File: src/urx_pkg.sv
package urx_pkg;

  // Character and buffer shape
  localparam int DATA_W = 8;
  localparam int FRAME_W = 10;
  localparam int FERR_BIT = 9;
  localparam int NINTH_BIT = 8;
  localparam int FIFO_DEPTH = 2;
  localparam int CNT_W = 2;
  localparam logic [CNT_W-1:0] FIFO_FULL_CNT = 2'h2;
  localparam logic [CNT_W-1:0] FIFO_ONE = 2'h1;

  // Divisor and baud timer widths
  localparam int DIV_W = 16;
  localparam int ACC_W = 24;
  localparam int PRE_W = 10;
  localparam logic [ACC_W-1:0] ACC_ONE = 24'h000001;
  localparam logic [PRE_W-1:0] PRE_ONE = 10'h001;
  localparam logic [7:0] DIV_HIGH_RESET = 8'h00;
  localparam logic [7:0] DIV_LOW_RESET = 8'h00;

  // Oversampling: sixteen sample ticks per bit period
  localparam logic [ACC_W-1:0] OVS_RATE = 24'h000010;
  localparam logic [3:0] PH_SAMPLE_A = 4'h7;
  localparam logic [3:0] PH_SAMPLE_B = 4'h8;
  localparam logic [3:0] PH_DECIDE = 4'h9;
  localparam logic [3:0] BITS_EIGHT = 4'h8;
  localparam logic [3:0] BITS_NINE = 4'h9;

  // Base clock dividers and auto-baud slow-down (one eighth)
  localparam logic [6:0] BASE_DIV_SLOW = 7'h40;
  localparam logic [6:0] BASE_DIV_MID = 7'h10;
  localparam logic [6:0] BASE_DIV_FAST = 7'h04;
  localparam int ABD_SHIFT = 3;

  // Auto-baud measurement
  localparam logic [DIV_W-1:0] ABD_START_COUNT = 16'h0001;
  localparam logic [DIV_W-1:0] DIV_ONE = 16'h0001;
  localparam logic [2:0] ABD_RISES_AFTER_FIRST = 3'h3;

  // Base clock divider from the two select bits
  function automatic logic [6:0] urx_base_div(input logic wide, input logic hs,
                                              input logic sync_mode);
    logic hs_eff;
    hs_eff = hs & ~sync_mode;
    case ({wide, hs_eff})
      2'b00: urx_base_div = BASE_DIV_SLOW;
      2'b11: urx_base_div = BASE_DIV_FAST;
      default: urx_base_div = BASE_DIV_MID;
    endcase
  endfunction : urx_base_div

  // Two of three vote
  function automatic logic urx_maj3(input logic a, input logic b, input logic c);
    urx_maj3 = (a & b) | (a & c) | (b & c);
  endfunction : urx_maj3

endpackage : urx_pkg

File: src/urx_baud_gen.sv
`timescale 1ns/100ps
`default_nettype none
module urx_baud_gen
  import urx_pkg::*;
(
  input wire logic mclk, // System clock
  input wire logic reset_n, // Synchronous reset, active low
  input wire logic [DIV_W-1:0] divisor, // High and low divisor pair
  input wire logic wide_divisor_select, // 16-bit divisor when set
  input wire logic high_speed_select, // High speed base clock
  input wire logic sync_mode_select, // Synchronous mode
  input wire logic timer_clear, // Restart the baud timer
  output logic sample_tick, // Sixteen per bit period
  output logic abd_tick // Auto-baud counter advance
);

  logic [ACC_W-1:0] acc_q, acc_d;
  logic [PRE_W-1:0] pre_q, pre_d;
  logic tick_q, tick_d;
  logic abd_q, abd_d;
  logic [6:0] base;
  logic [DIV_W-1:0] div_n;
  logic [ACC_W-1:0] period;
  logic [ACC_W-1:0] sum;
  logic [PRE_W-1:0] abd_max;

  // Fractional timer: adds sixteen per clock against base*(N+1), so ticks stay exact
  // on average even when the bit period is not a multiple of sixteen clocks.
  // Limitation: at most one tick per clock, so very small divisors run slow.
  always_comb begin
    base = urx_base_div(wide_divisor_select, high_speed_select, sync_mode_select);
    div_n = wide_divisor_select ? divisor : {8'h00, divisor[7:0]};
    period = ACC_W'(base) * (ACC_W'(div_n) + ACC_ONE);
    sum = acc_q + OVS_RATE;
    acc_d = sum;
    tick_d = 1'b0;
    if (timer_clear) begin
      acc_d = '0;
    end else if (sum >= period) begin
      acc_d = sum - period;
      tick_d = 1'b1;
    end
  end

  // Auto-baud prescaler at one eighth of the base clock
  always_comb begin
    abd_max = (PRE_W'(base) << ABD_SHIFT) - PRE_ONE;
    abd_d = 1'b0;
    pre_d = pre_q + PRE_ONE;
    if (pre_q >= abd_max) begin
      pre_d = '0;
      abd_d = 1'b1;
    end
  end

  // Registers
  always_ff @(posedge mclk) begin
    if (!reset_n) begin
      acc_q <= '0;
      pre_q <= '0;
      tick_q <= 1'b0;
      abd_q <= 1'b0;
    end else begin
      acc_q <= acc_d;
      pre_q <= pre_d;
      tick_q <= tick_d;
      abd_q <= abd_d;
    end
  end

  assign sample_tick = tick_q;
  assign abd_tick = abd_q;

endmodule : urx_baud_gen
`default_nettype wire

File: src/urx_fifo.sv
`timescale 1ns/100ps
`default_nettype none
module urx_fifo
  import urx_pkg::*;
(
  input wire logic mclk, // System clock
  input wire logic reset_n, // Synchronous reset, active low
  input wire logic flush, // Empty the buffer
  input wire logic push, // Write one character
  input wire logic [FRAME_W-1:0] push_data, // Error, ninth bit, data
  input wire logic pop, // Drop the top character
  output logic [FRAME_W-1:0] head, // Top character, registered
  output logic valid, // Buffer holds a character
  output logic full // Buffer holds two
);

  logic [FRAME_W-1:0] mem_q [FIFO_DEPTH];
  logic [FRAME_W-1:0] mem_d [FIFO_DEPTH];
  logic [CNT_W-1:0] cnt_q, cnt_d;
  logic do_pop;
  logic do_push;

  // Shifting buffer: slot zero is always the top, so the head is a plain register
  always_comb begin
    mem_d = mem_q;
    cnt_d = cnt_q;
    do_pop = pop && (cnt_q != '0);
    do_push = push && ((cnt_q != FIFO_FULL_CNT) || do_pop);
    if (do_pop) begin
      for (int i = 0; i < FIFO_DEPTH - 1; i++) begin
        mem_d[i] = mem_q[i+1];
      end
      cnt_d = cnt_q - FIFO_ONE;
    end
    if (do_push) begin
      mem_d[cnt_d[0]] = push_data;
      cnt_d = cnt_d + FIFO_ONE;
    end
    if (flush) begin
      cnt_d = '0;
    end
  end

  // Registers
  always_ff @(posedge mclk) begin
    if (!reset_n) begin
      cnt_q <= '0;
      for (int i = 0; i < FIFO_DEPTH; i++) begin
        mem_q[i] <= '0;
      end
    end else begin
      cnt_q <= cnt_d;
      mem_q <= mem_d;
    end
  end

  assign head = mem_q[0];
  assign valid = (cnt_q != '0);
  assign full = (cnt_q == FIFO_FULL_CNT);

endmodule : urx_fifo
`default_nettype wire

File: src/urx_receiver.sv
// Behaviour
// - Divisor 8-bit by default, 16-bit when wide
// - Free-running timer period set by divisor pair
// - Speed select ignored in synchronous mode
// - Base clock oscillator over 64, 16, 4
// - Auto-baud counter at one eighth base rate
// - Divisor write restarts baud timer at once
// - Auto-baud start holds receiver off, receiver_idle low
// - Count from first rise to fifth rise
// - Finish: keep count, clear enable, set flag
// - Both divisor bytes count as 16 bits
// - Measurement counter starts at one
// - With wake-on-break, measure byte after break
// - Character into buffer sets receive flag
// - Clearing receive enable clears overrun
// - Address mode with nine-bit receive admits only ninth-bit-set characters
// - Address mode off admits every character
// - Sixteen-times sampling, majority vote at centre
// - Two-deep buffer, third character sets overrun
`timescale 1ns/100ps
`default_nettype none
module urx_receiver
  import urx_pkg::*;
(
  input wire logic mclk, // System clock, 20 MHz
  input wire logic reset_n, // Synchronous reset, active low
  input wire logic rx_pin, // Serial receive line
  input wire logic port_enable, // Port on; low resets the unit
  input wire logic sync_mode_select, // Synchronous mode, receiver off
  input wire logic continuous_receive_enable, // Receiver on
  input wire logic nine_bit_receive, // Nine data bits
  input wire logic address_detect_enable, // Address filtering
  input wire logic high_speed_select, // High speed base clock
  input wire logic wide_divisor_select, // 16-bit divisor
  input wire logic wake_on_break_enable, // Calibrate after a break
  input wire logic receive_irq_enable, // Interrupt gate
  input wire logic autobaud_start, // Pulse: set autobaud_enable
  input wire logic divisor_write_high, // Pulse: write high divisor
  input wire logic divisor_write_low, // Pulse: write low divisor
  input wire logic [7:0] divisor_wdata, // Divisor write data
  input wire logic data_read, // Pulse: read receive_data_reg
  output logic [7:0] baud_divisor_high, // High divisor byte
  output logic [7:0] baud_divisor_low, // Low divisor byte
  output logic autobaud_enable, // Calibration in progress
  output logic [7:0] receive_data, // Top character data
  output logic ninth_bit, // Top character ninth bit
  output logic framing_error, // Top character framing error
  output logic overrun_error, // Overrun flag
  output logic receive_flag, // Unread character or calibration done
  output logic receive_irq, // Interrupt request
  output logic receiver_idle // No reception in progress
);

  typedef enum logic [2:0] {
    AB_OFF, AB_BREAK_LOW, AB_BREAK_HIGH, AB_START, AB_FIRST_RISE, AB_MEASURE
  } urx_ab_state_t;

  typedef enum logic [1:0] {
    RX_IDLE, RX_START, RX_DATA, RX_STOP
  } urx_rx_state_t;

  logic [2:0] sync_q, sync_d;
  logic rx_q, rx_d;
  logic rx_rise;
  logic rx_fall;

  urx_ab_state_t ab_state_q, ab_state_d;
  logic autobaud_enable_q, autobaud_enable_d;
  logic [2:0] rises_q, rises_d;
  logic abd_flag_q, abd_flag_d;
  logic [7:0] div_hi_q, div_hi_d;
  logic [7:0] div_lo_q, div_lo_d;
  logic timer_clear;
  logic abd_done;

  urx_rx_state_t rx_state_q, rx_state_d;
  logic [3:0] phase_q, phase_d;
  logic [3:0] bits_q, bits_d;
  logic [8:0] shift_q, shift_d;
  logic [1:0] maj_q, maj_d;
  logic overrun_error_q, overrun_error_d;
  logic rx_enable;
  logic bit_val;
  logic [3:0] bits_total;
  logic [7:0] char_data;
  logic char_ninth;
  logic push;
  logic [FRAME_W-1:0] push_data;

  logic sample_tick;
  logic abd_tick;
  logic [FRAME_W-1:0] head;
  logic fifo_valid;
  logic fifo_full;

  // Line filter: third stage must match the second before the level changes
  always_comb begin
    sync_d = {sync_q[1:0], rx_pin};
    rx_d = (sync_q[1] == sync_q[2]) ? sync_q[2] : rx_q;
    rx_rise = rx_d & ~rx_q;
    rx_fall = ~rx_d & rx_q;
  end

  always_ff @(posedge mclk) begin
    if (!reset_n) begin
      sync_q <= 3'h7;
      rx_q <= 1'b1;
    end else begin
      sync_q <= sync_d;
      rx_q <= rx_d;
    end
  end

  // Divisor pair and auto-baud sequencer
  always_comb begin
    ab_state_d = ab_state_q;
    autobaud_enable_d = autobaud_enable_q;
    rises_d = rises_q;
    div_hi_d = div_hi_q;
    div_lo_d = div_lo_q;
    timer_clear = autobaud_enable_q;
    abd_done = 1'b0;
    if (divisor_write_high) begin
      div_hi_d = divisor_wdata;
      timer_clear = 1'b1;
    end
    if (divisor_write_low) begin
      div_lo_d = divisor_wdata;
      timer_clear = 1'b1;
    end
    case (ab_state_q)
      AB_OFF: begin
        if (autobaud_start) begin
          autobaud_enable_d = 1'b1;
          ab_state_d = wake_on_break_enable ? AB_BREAK_LOW : AB_START;
        end
      end
      AB_BREAK_LOW: begin
        if (rx_fall) begin
          ab_state_d = AB_BREAK_HIGH;
        end
      end
      AB_BREAK_HIGH: begin
        if (rx_rise) begin
          ab_state_d = AB_START;
        end
      end
      AB_START: begin
        if (rx_fall) begin
          ab_state_d = AB_FIRST_RISE;
        end
      end
      AB_FIRST_RISE: begin
        if (rx_rise) begin
          {div_hi_d, div_lo_d} = ABD_START_COUNT;
          rises_d = '0;
          ab_state_d = AB_MEASURE;
        end
      end
      AB_MEASURE: begin
        // Wraps silently past 16 bits; a zero high byte is the user's overflow check
        if (abd_tick) begin
          {div_hi_d, div_lo_d} = {div_hi_q, div_lo_q} + DIV_ONE;
        end
        if (rx_rise) begin
          rises_d = rises_q + 3'h1;
          if (rises_q == ABD_RISES_AFTER_FIRST) begin
            abd_done = 1'b1;
            autobaud_enable_d = 1'b0;
            ab_state_d = AB_OFF;
          end
        end
      end
      default: begin
        ab_state_d = AB_OFF;
        autobaud_enable_d = 1'b0;
      end
    endcase
    // Calibration event beats a read in the same cycle
    abd_flag_d = abd_done | (abd_flag_q & ~data_read);
    if (!port_enable) begin
      ab_state_d = AB_OFF;
      autobaud_enable_d = 1'b0;
      abd_flag_d = 1'b0;
    end
  end

  always_ff @(posedge mclk) begin
    if (!reset_n) begin
      ab_state_q <= AB_OFF;
      autobaud_enable_q <= 1'b0;
      rises_q <= '0;
      abd_flag_q <= 1'b0;
      div_hi_q <= DIV_HIGH_RESET;
      div_lo_q <= DIV_LOW_RESET;
    end else begin
      ab_state_q <= ab_state_d;
      autobaud_enable_q <= autobaud_enable_d;
      rises_q <= rises_d;
      abd_flag_q <= abd_flag_d;
      div_hi_q <= div_hi_d;
      div_lo_q <= div_lo_d;
    end
  end

  // Character recovery; an overrun stalls reception until receive enable drops
  always_comb begin
    rx_enable = port_enable & continuous_receive_enable & ~sync_mode_select
                & ~autobaud_enable_q & ~overrun_error_q;
    rx_state_d = rx_state_q;
    phase_d = phase_q;
    bits_d = bits_q;
    shift_d = shift_q;
    maj_d = maj_q;
    push = 1'b0;
    bit_val = urx_maj3(maj_q[0], maj_q[1], rx_d);
    bits_total = nine_bit_receive ? BITS_NINE : BITS_EIGHT;
    char_data = nine_bit_receive ? shift_q[7:0] : shift_q[8:1];
    char_ninth = nine_bit_receive & shift_q[8];
    push_data = {~bit_val, char_ninth, char_data};
    overrun_error_d = overrun_error_q & continuous_receive_enable & port_enable;
    if (!rx_enable) begin
      rx_state_d = RX_IDLE;
    end else if (rx_state_q == RX_IDLE) begin
      if (rx_fall) begin
        rx_state_d = RX_START;
        phase_d = '0;
      end
    end else if (sample_tick) begin
      phase_d = phase_q + 4'h1;
      if (phase_q == PH_SAMPLE_A) begin
        maj_d[0] = rx_d;
      end
      if (phase_q == PH_SAMPLE_B) begin
        maj_d[1] = rx_d;
      end
      if (phase_q == PH_DECIDE) begin
        case (rx_state_q)
          RX_START: begin
            rx_state_d = bit_val ? RX_IDLE : RX_DATA; // False start aborts quietly
            bits_d = '0;
          end
          RX_DATA: begin
            shift_d = {bit_val, shift_q[8:1]};
            bits_d = bits_q + 4'h1;
            if (bits_q + 4'h1 == bits_total) begin
              rx_state_d = RX_STOP;
            end
          end
          RX_STOP: begin
            rx_state_d = RX_IDLE;
            if (!(address_detect_enable && nine_bit_receive && !char_ninth)) begin
              if (fifo_full) begin
                overrun_error_d = 1'b1;
              end else begin
                push = 1'b1;
              end
            end
          end
          default: begin
            rx_state_d = RX_IDLE;
          end
        endcase
      end
    end
  end

  always_ff @(posedge mclk) begin
    if (!reset_n) begin
      rx_state_q <= RX_IDLE;
      phase_q <= '0;
      bits_q <= '0;
      shift_q <= '0;
      maj_q <= '0;
      overrun_error_q <= 1'b0;
    end else begin
      rx_state_q <= rx_state_d;
      phase_q <= phase_d;
      bits_q <= bits_d;
      shift_q <= shift_d;
      maj_q <= maj_d;
      overrun_error_q <= overrun_error_d;
    end
  end

  // Baud timer, held cleared through calibration so it restarts on the result
  urx_baud_gen u_baud (
    .mclk(mclk),
    .reset_n(reset_n),
    .divisor({div_hi_q, div_lo_q}),
    .wide_divisor_select(wide_divisor_select),
    .high_speed_select(high_speed_select),
    .sync_mode_select(sync_mode_select),
    .timer_clear(timer_clear),
    .sample_tick(sample_tick),
    .abd_tick(abd_tick)
  );

  // Two-character buffer; port disable empties it
  urx_fifo u_fifo (
    .mclk(mclk),
    .reset_n(reset_n),
    .flush(~port_enable),
    .push(push),
    .push_data(push_data),
    .pop(data_read),
    .head(head),
    .valid(fifo_valid),
    .full(fifo_full)
  );

  // Status view: divisor pair, calibration, top character and flags
  assign baud_divisor_high = div_hi_q;
  assign baud_divisor_low = div_lo_q;
  assign autobaud_enable = autobaud_enable_q;
  assign receive_data = head[7:0];
  assign ninth_bit = fifo_valid & head[NINTH_BIT];
  assign framing_error = fifo_valid & head[FERR_BIT];
  assign overrun_error = overrun_error_q;
  assign receive_flag = fifo_valid | abd_flag_q;
  assign receive_irq = receive_flag & receive_irq_enable;
  assign receiver_idle = (rx_state_q == RX_IDLE) & ~autobaud_enable_q;

endmodule : urx_receiver
`default_nettype wire

File: config.mk
export PLATFORM = sky130hd
export DESIGN_NAME = urx_receiver
export DESIGN_NICKNAME = d
export VERILOG_FILES = /design/src/urx_pkg.sv /design/src/urx_baud_gen.sv /design/src/urx_fifo.sv /design/src/urx_receiver.sv
export SDC_FILE = /design/constraint.sdc
export NUM_CORES = 1
export LEC_CHECK = 0
export BUFFER_PORTS_ARGS = -buffer_cell sky130_fd_sc_hd__buf_2
export CORE_UTILIZATION = 25
export DETAILED_ROUTE_END_ITERATION = 6
export HOLD_SLACK_MARGIN = 0.06
export PLACE_DENSITY_LB_ADDON = 0.1
export RECOVER_POWER = 25
export SKIP_LAST_GASP = 1
export SLEW_MARGIN = 10
export SYNTH_ARGS = -nofsm -noshare
export SYNTH_HDL_FRONTEND = slang
export SYNTH_SLANG_ARGS = --single-unit
File: constraint.sdc
create_clock -name mclk -period 6 [get_ports mclk]
set_clock_uncertainty 0.05 [all_clocks]
set_input_delay 0.3 -clock mclk [delete_from_list [all_inputs] [get_ports mclk]]
set_output_delay 0.3 -clock mclk [all_outputs]
set_load 0.02 [all_outputs]
Word level (Yosys, flattened, before mapping)

Cells that the tools add are included.

Register bits: 108
Output and inout bits: 31
Word-level logic and storage cells: 195

$add $sub $neg: 11
$mul: 1
Order comparisons: 4
Eq/ne operators: 26
Mux-type cells: 69
Bitwise logic cells: 33
Reductions and logical operators: 29

Operator list:

| operator                                       | count |
|---|---|
| 2-to-1 mux 8 bit                               | 7 |
| one-hot mux 8 bit (2 select lines)             | 2 |
| 2-to-1 mux 3 bit                               | 9 |
| 2-to-1 mux 1 bit                               | 26 |
| adder 24 x 5 -> 24 bit (second input constant) | 1 |
| greater-or-equal comparator 24 bit             | 1 |
| multiplier 7 x 24 -> 24 bit                    | 1 |
| 2-to-1 mux 24 bit                              | 1 |
| subtractor 24 bit                              | 1 |
| bitwise mux 20 bit                             | 1 |
| 2-to-1 mux 10 bit                              | 2 |
| 2-to-1 mux 20 bit                              | 1 |
| AND 1 bit                                      | 18 |
| 2-to-1 mux 2 bit                               | 9 |
| != test 2 bit (second input constant)          | 9 |
| one-hot mux 3 bit (6 select lines)             | 1 |
| adder 16 x 1 -> 17 bit (second input constant) | 1 |
| adder 16 x 1 -> 16 bit (second input constant) | 1 |
| 2-to-1 mux 16 bit                              | 1 |
| AND reduction 4 bit                            | 4 |
| one-hot mux 7 bit (2 select lines)             | 1 |
| 2-to-1 mux 4 bit                               | 3 |
| adder 10 x 1 -> 10 bit (second input constant) | 1 |
| demux 10 bit (select 1 bit)                    | 1 |
| other kinds (37)                               | 70 |

Logic depth before layout (Yosys ltp)

Depth after elaboration: 11
Mapped depth: 32

Modules after synthesis

Synthesis repeated with hierarchy kept, for this count alone.

Cell total of the unflattened synthesis: 1200
Area total of the unflattened synthesis: 9806.9 µm²

By module, submodules not included:

| module       | instances | cells an instance | area each (µm²) | sequential area each (µm²) |
|---|---|---|---|---|
| urx_baud_gen | 1         | 727               | 5632.9          | 680.7 |
| urx_receiver | 1         | 351               | 2989.1          | 1001.0 |
| urx_fifo     | 1         | 122               | 1184.9          | 440.4 |

Worst setup path before layout

OpenSTA, ideal clock, no wires.

Path type: input to register
Start: input port wide_divisor_select
End: register u_baud.acc_q[2]
Arrival: 6450 ps
Setup slack: -616 ps
Stages on the path: 31
Path buffers: 4
Cells stage by stage: clkbuf_1 -> inv_1 -> buf_1 -> ha_1 -> inv_1 -> clkbuf_1 -> nor2_1 -> ha_1 -> inv_1 -> fa_1 -> inv_1 -> ha_1 -> ha_1 -> ha_1 -> inv_1 -> fa_1 -> nor2b_1 -> o21a_1 -> o21a_1 -> o21ai_1 -> a221oi_2 -> mux2i_1 -> a2111oi_2 -> ha_1 -> a21o_1 -> a21o_1 -> a21oi_1 -> o31ai_1 -> a31o_2 -> buf_2 -> o211a_1

Word-level cells in the longest chain between the ends: 5
Elaborated cells on any way between the ends: 9
Those cells by class: 2 x add/sub; 1 x mul; 1 x order compare; 1 x eq/ne; 3 x mux; 1 x reduce/logical

RTL lines:

| what                                                                                | line                                   | text |
|---|---|---|
| start: declaration                                                                  | urx_receiver.sv:34                     | `input wire logic wide_divisor_select,` |
| 2-to-1 mux 16 bit (tied with other cells)                                           | urx_baud_gen.sv:32                     | `div_n = wide_divisor_select ? divisor : {8'h00, divisor[7:0]};` |
| adder 16 x 1 -> 17 bit / one-hot mux 7 bit (2 select lines) (equally long branches) | urx_baud_gen.sv:33, urx_pkg.sv:46      |  |
| multiplier 7 x 24 -> 24 bit *                                                       | urx_baud_gen.sv:33                     | `period = ACC_W'(base) * (ACC_W'(div_n) + ACC_ONE);` |
| greater-or-equal comparator 24 bit / subtractor 24 bit (equally long branches)      | urx_baud_gen.sv:39, urx_baud_gen.sv:40 |  |
| 2-to-1 mux 24 bit *                                                                 | urx_baud_gen.sv:39                     | `end else if (sum >= period) begin` |
| end signal: assignment                                                              | urx_baud_gen.sv:59                     | `acc_q <= '0;` |
| end signal: assignment                                                              | urx_baud_gen.sv:64                     | `acc_q <= acc_d;` |
| end: declaration                                                                    | urx_baud_gen.sv:17                     | `logic [ACC_W-1:0] acc_q, acc_d;` |

Mark *: on every way between the ends. The rest lies on a longest branch, timed or not.
A chain may end at the register's enable or synchronous reset.

Worst setup path in the final report

Start: register div_lo_q[0] (netlist: baud_divisor_low[0])
End: register u_baud.tick_q (netlist: u_baud.sample_tick)

Word-level cells in the longest chain between the ends: 5

RTL lines:

| what                               | line                | text |
|---|---|---|
| start: declaration                 | urx_receiver.sv:72  | `logic [7:0] div_lo_q, div_lo_d;` |
| start signal: assignment           | urx_receiver.sv:202 | `div_lo_q <= div_lo_d;` |
| 2-to-1 mux 16 bit                  | urx_baud_gen.sv:32  |  |
| adder 16 x 1 -> 17 bit             | urx_baud_gen.sv:33  |  |
| multiplier 7 x 24 -> 24 bit        | urx_baud_gen.sv:33  |  |
| greater-or-equal comparator 24 bit | urx_baud_gen.sv:39  |  |
| 2-to-1 mux 1 bit                   | urx_baud_gen.sv:39  |  |
| end signal: assignment             | urx_baud_gen.sv:66  | `tick_q <= tick_d;` |
| end: declaration                   | urx_baud_gen.sv:19  | `logic tick_q, tick_d;` |

No other way between the ends.

==> parameters.txt <==
Parameter                              Value

Detailed routing
  Met2 wirelength from detailed routing ... approximately 12000 um
  Wire length the detailed router placed on met1 ... between 10000 and 15000 um
  Sum of met3 wire segment lengths after detailed routing ... around 700 um
  Number of design-rule violations left by the first detailed-router iteration ... approximately 320
  Post-detailed-route wirelength per cell ... around 15 um
  DRC Markers ... 0
  Final Routed Wirelength ... 25210 um
  Count of TritonRoute iterations in the first routing pass ... 4
  Via-to-Cell Ratio ... roughly 4.6
  Vias after detailed routing ... 7942
  Number of nets with antenna violations after detailed routing ... 0
  Top layer reached by signal wires ... met5

Place
  GP Congestion ... between 0.8 and 0.9
  Area post-placement ... 10720 um^2
  Input/output buffers ... between 50 and 60
  HPWL after DPL ... between 15000 and 20000 um

Logic synthesis
  Post-synthesis instance area ... just over 9000 um^2
  Cells after Synth ... 1098
  Flip-flop and latch count after synthesis ... approximately 110
  Primary flip-flop cell chosen by synthesis mapping ... dfxtp_1
  Synth top area share ... 0.2326
  Largest area contributor in the synthesized netlist ... dfxtp_1
  Number of enable-type register cells in the synthesized netlist ... 0
  Sequential fraction of the synthesis area ... 0.2326
  Yosys synthesis warning count ... 0
  Synth Net Count ... 1255
  Biggest area contributors in the synthesized netlist ... dfxtp_1, ha_1, mux2i_1, xor2_1, nand2_1
  Number of library cell types mapped by synthesis ... 75
  Fraction of registers with async set/reset ... 0
  Mapped Avg Cell Area ... just over 8 um^2

Clock tree
  Clock buffer count from CTS ... 9
  Sink count of the clock tree ... 106
  Skew-Pair Late Insertion Delay ... 370 ps
  Clock Tree Buf Depth ... 2
  Clock tree from TritonCTS ... built
  H-tree lvl count ... 3
  Cell chosen for the clock root ... clkbuf_16
  Clock transition time at the flip-flop clock pins of the worst setup and hold paths ... about 90 ps

Worst setup path
  Largest delay contributor family on the critical path ... compound AO/OA/AOI/OAI gates
  Delay of the slowest cell on the worst path ... between 500 and 600 ps
  Largest driver fanout on the critical path ... 4
  Most used cell along the critical path ... ha_4
  CP Data Required Time ... approximately 6000 ps
  Cell with the largest stage delay on the worst path ... fa_1
  Bufs and invs on worst path ... 7
  Worst R2R Setup Slack ... -8 ps
  Startpoint types ... flip-flop
  Data arrival at the endpoint of the critical path ... roughly 6200 ps
  Crit path kind ... flip-flop to flip-flop
  Kind of end point of the critical path ... flip-flop

Power and ir drop
  Power per unit of standard cell area ... approximately 300 nW/um^2
  Power Internal ... ~2.1 mW
  Net switching power of the design ... between 1 and 1.5 mW
  Share of total power in combinational logic ... 0.606
  Fraction of power spent switching nets ... 0.4145
  Leak Pwr ... 5.397 nW
  Flop pwr share ... 0.222
  VDD IR-drop max ... approximately 0.25 mV
  Total power ... roughly 3.6 mW
  Clock network power share ... 0.172

Cells and area
  Net count reported at finish ... 1424
  Fraction of layout instances using a drive strength above 1 ... 0.2618
  Layout overhead on the synthesized area ... 31.55%
  Number of fillers in the final layout ... a little under 4000
  Final design area excluding fillers ... between 10000 and 15000 um^2

Min path
  Worst min-delay path category ... input pin to flip-flop

STA
  Fin crit period ... roughly 6000 ps
  F_max ... approximately 170 MHz
  Post-Route Setup TNS ... -7.797 ps
  Final setup vio count ... 1
  Final slew viol count ... 69
  Tightest Pin Transition ... 2789 ps
  Share of the clock period used by the worst path after layout ... 1.001
  Final Worst Setup Slack ... -7.797 ps
  Relative slew slack ... -0.8596
  RSZ-0062 raised after global routing ... true
  Number of hold violations in the final report ... 0

GRT
  Wire length of the first global-routing pass ... between 30000 and 40000 um
  Via count of the first global-routing pass ... 7776
  Overall fraction of global-route tracks in use ... 0.1363
  Largest net degree at the start of global routing ... 69
  Residual overflow from global routing ... 0
  Antenna violations before repair ... 3

Die
  Die ar. ... 37250 um^2
  I/O pin count ... between 50 and 60
  Count of standard-cell rows ... just under 70
  Core Region ... 35740 um^2
  Height of the die ... 193.0 um
  Die extent in x ... approximately 190 um
  Initial Util ... 0.2552

Run
  Reported max-cap violation count ... 1

Outcome
  Status ... complete, but fails checks
  Violated checks ... max-capacitance violations, max-slew violations, negative setup slack
sequential cells by signal (all words and copies together) (netlist names), 3 cells and up:
signal	cells
rises_q	3
u_fifo.mem_q	10
baud_divisor_high	8
bits_q	4
shift_q	9
u_baud.acc_q	22
baud_divisor_low	8
sync_q	3
u_baud.pre_q	10
ab_state_q	3
phase_q	4
u_fifo.head	10
stage by stage:
stage	setup slack (ps)	hold WS, ps	util	std cells
2_1_floorplan	3.172	336.3	-	1098
6_report	-7.797	154.6	0.3357	1734
3_5_place_dp	-337.9	362.6	0.2999	1690
5_1_grt	-303.6	164.0	0.3356	1733
3_3_place_gp	-341.8	377.3	0.2999	1690
4_1_cts	-139.0	129.4	0.3172	1717
synth_stat cells (3+ instances only):
master    instances
o31ai_1           8
nor2_1           85
o21ai_0          25
nand2_1          91
fa_1             14
buf_2             7
a31oi_1           5
o21bai_1          7
ha_1            119
or2_2             6
nand2b_1         17
nor3b_1           4
o211a_1          10
xor2_1           40
mux2i_1          55
nand4_1          18
buf_6             3
a211oi_1          5
mux2_2            8
inv_1            88
buf_4             9
o211ai_1          4
buf_1             4
clkbuf_1         20
a21o_1           10
o21ai_1           3
a21oi_1          59
dfxtp_1         106
o21a_1            7
and3_1           12
or3_1             3
nand3_1          40
o22ai_1          12
xnor2_1          38
and2_1           30
a21boi_0          7
nor3_1           27
nor2b_1          39
nand4b_1          5
layer usage:
layer / GRT usage / up-vias
li1: - / 4141
met1: 0.1764 / 3711
met2: 0.2326 / 66
met3: 0.02570 / 20
met4: 0.03245 / 4
met5: 0 / -
layout make-up:
cell class              instances  area, um^2  area share
clock buffers                   9       225.2     0.01877
clock inverters                 7       80.08    0.006674
repair buffers                202        1456      0.1214
diodes                          1       2.502   0.0002086
flip-flops and latches        106        2136      0.1780
inverters                      88       330.3     0.02753
well taps                     461       576.8     0.04807
multi-input cells             860        7192      0.5994
worst min-delay path, cell delays in order:
cell and delay [ps]:
buf_2 100, nand3_1 60, a21boi_0 60
power by group through the flow:
| stage | clock [mW] | sequential, mW | combinational, mW |
|---|---|---|---|
| after floorplan | 0 | 0.814 | 1.21 |
| after global placement | 0 | 0.815 | 1.82 |
| after detailed placement | 0 | 0.814 | 1.82 |
| after CTS | 0.654 | 0.799 | 2.05 |
| after global routing | 0.677 | 0.807 | 2.40 |
| final | 0.620 | 0.799 | 2.18 |
cell families after synthesis:
logic type                 share of synthesized area
muxes                                        0.07023
DFF                                           0.2326
adders and majority gates                     0.1962
and+or+nand+nor                               0.2235
AOI/OAI and AO/OA                             0.1410
xor gates and xnor gates                     0.07490
buffers and inverters                        0.06159
worst paths after layout:
path,start,to,cells past startpoint
hold / removal,continuous_receive_enable,overrun_error,3
setup / recovery,baud_divisor_low[0],u_baud.sample_tick,29
hold reg to reg,sync_q[0],sync_q[1],1
setup reg to reg,baud_divisor_low[0],u_baud.sample_tick,29
cells in the final DEF, fill, tap and decap left out, types with 11 or more instances in the layout:
cell type / Yosys / routed
o22ai_1: 12 / 12
nand4_1: 18 / 18
nor3_1: 27 / 22
clkbuf_1: 20 / 22
and3_1: 12 / 11
a21oi_1: 59 / 56
mux2i_1: 55 / 55
nand2b_1: 17 / 17
and2_1: 30 / 30
xnor2_1: 38 / 34
xor2_1: 40 / 33
buf_2: 7 / 33
inv_1: 88 / 81
nand3_1: 40 / 34
ha_1: 119 / 89
o21ai_0: 25 / 20
ha_4: 0 / 27
nor2_1: 85 / 77
fa_1: 14 / 13
nand2_1: 91 / 80
nor2b_1: 39 / 38
buf_4: 9 / 131
dfxtp_1: 106 / 99
repair_timing:
item,in CTS,in global routing
cloned,1,0
buffers inserted,9,18
endpoints found under the hold margin,1,0
setup endpoints to repair,23,23
pin swaps,31,57
hold buffers,1,0
resized for setup,40,94
Power figures use the tool's default switching activity.
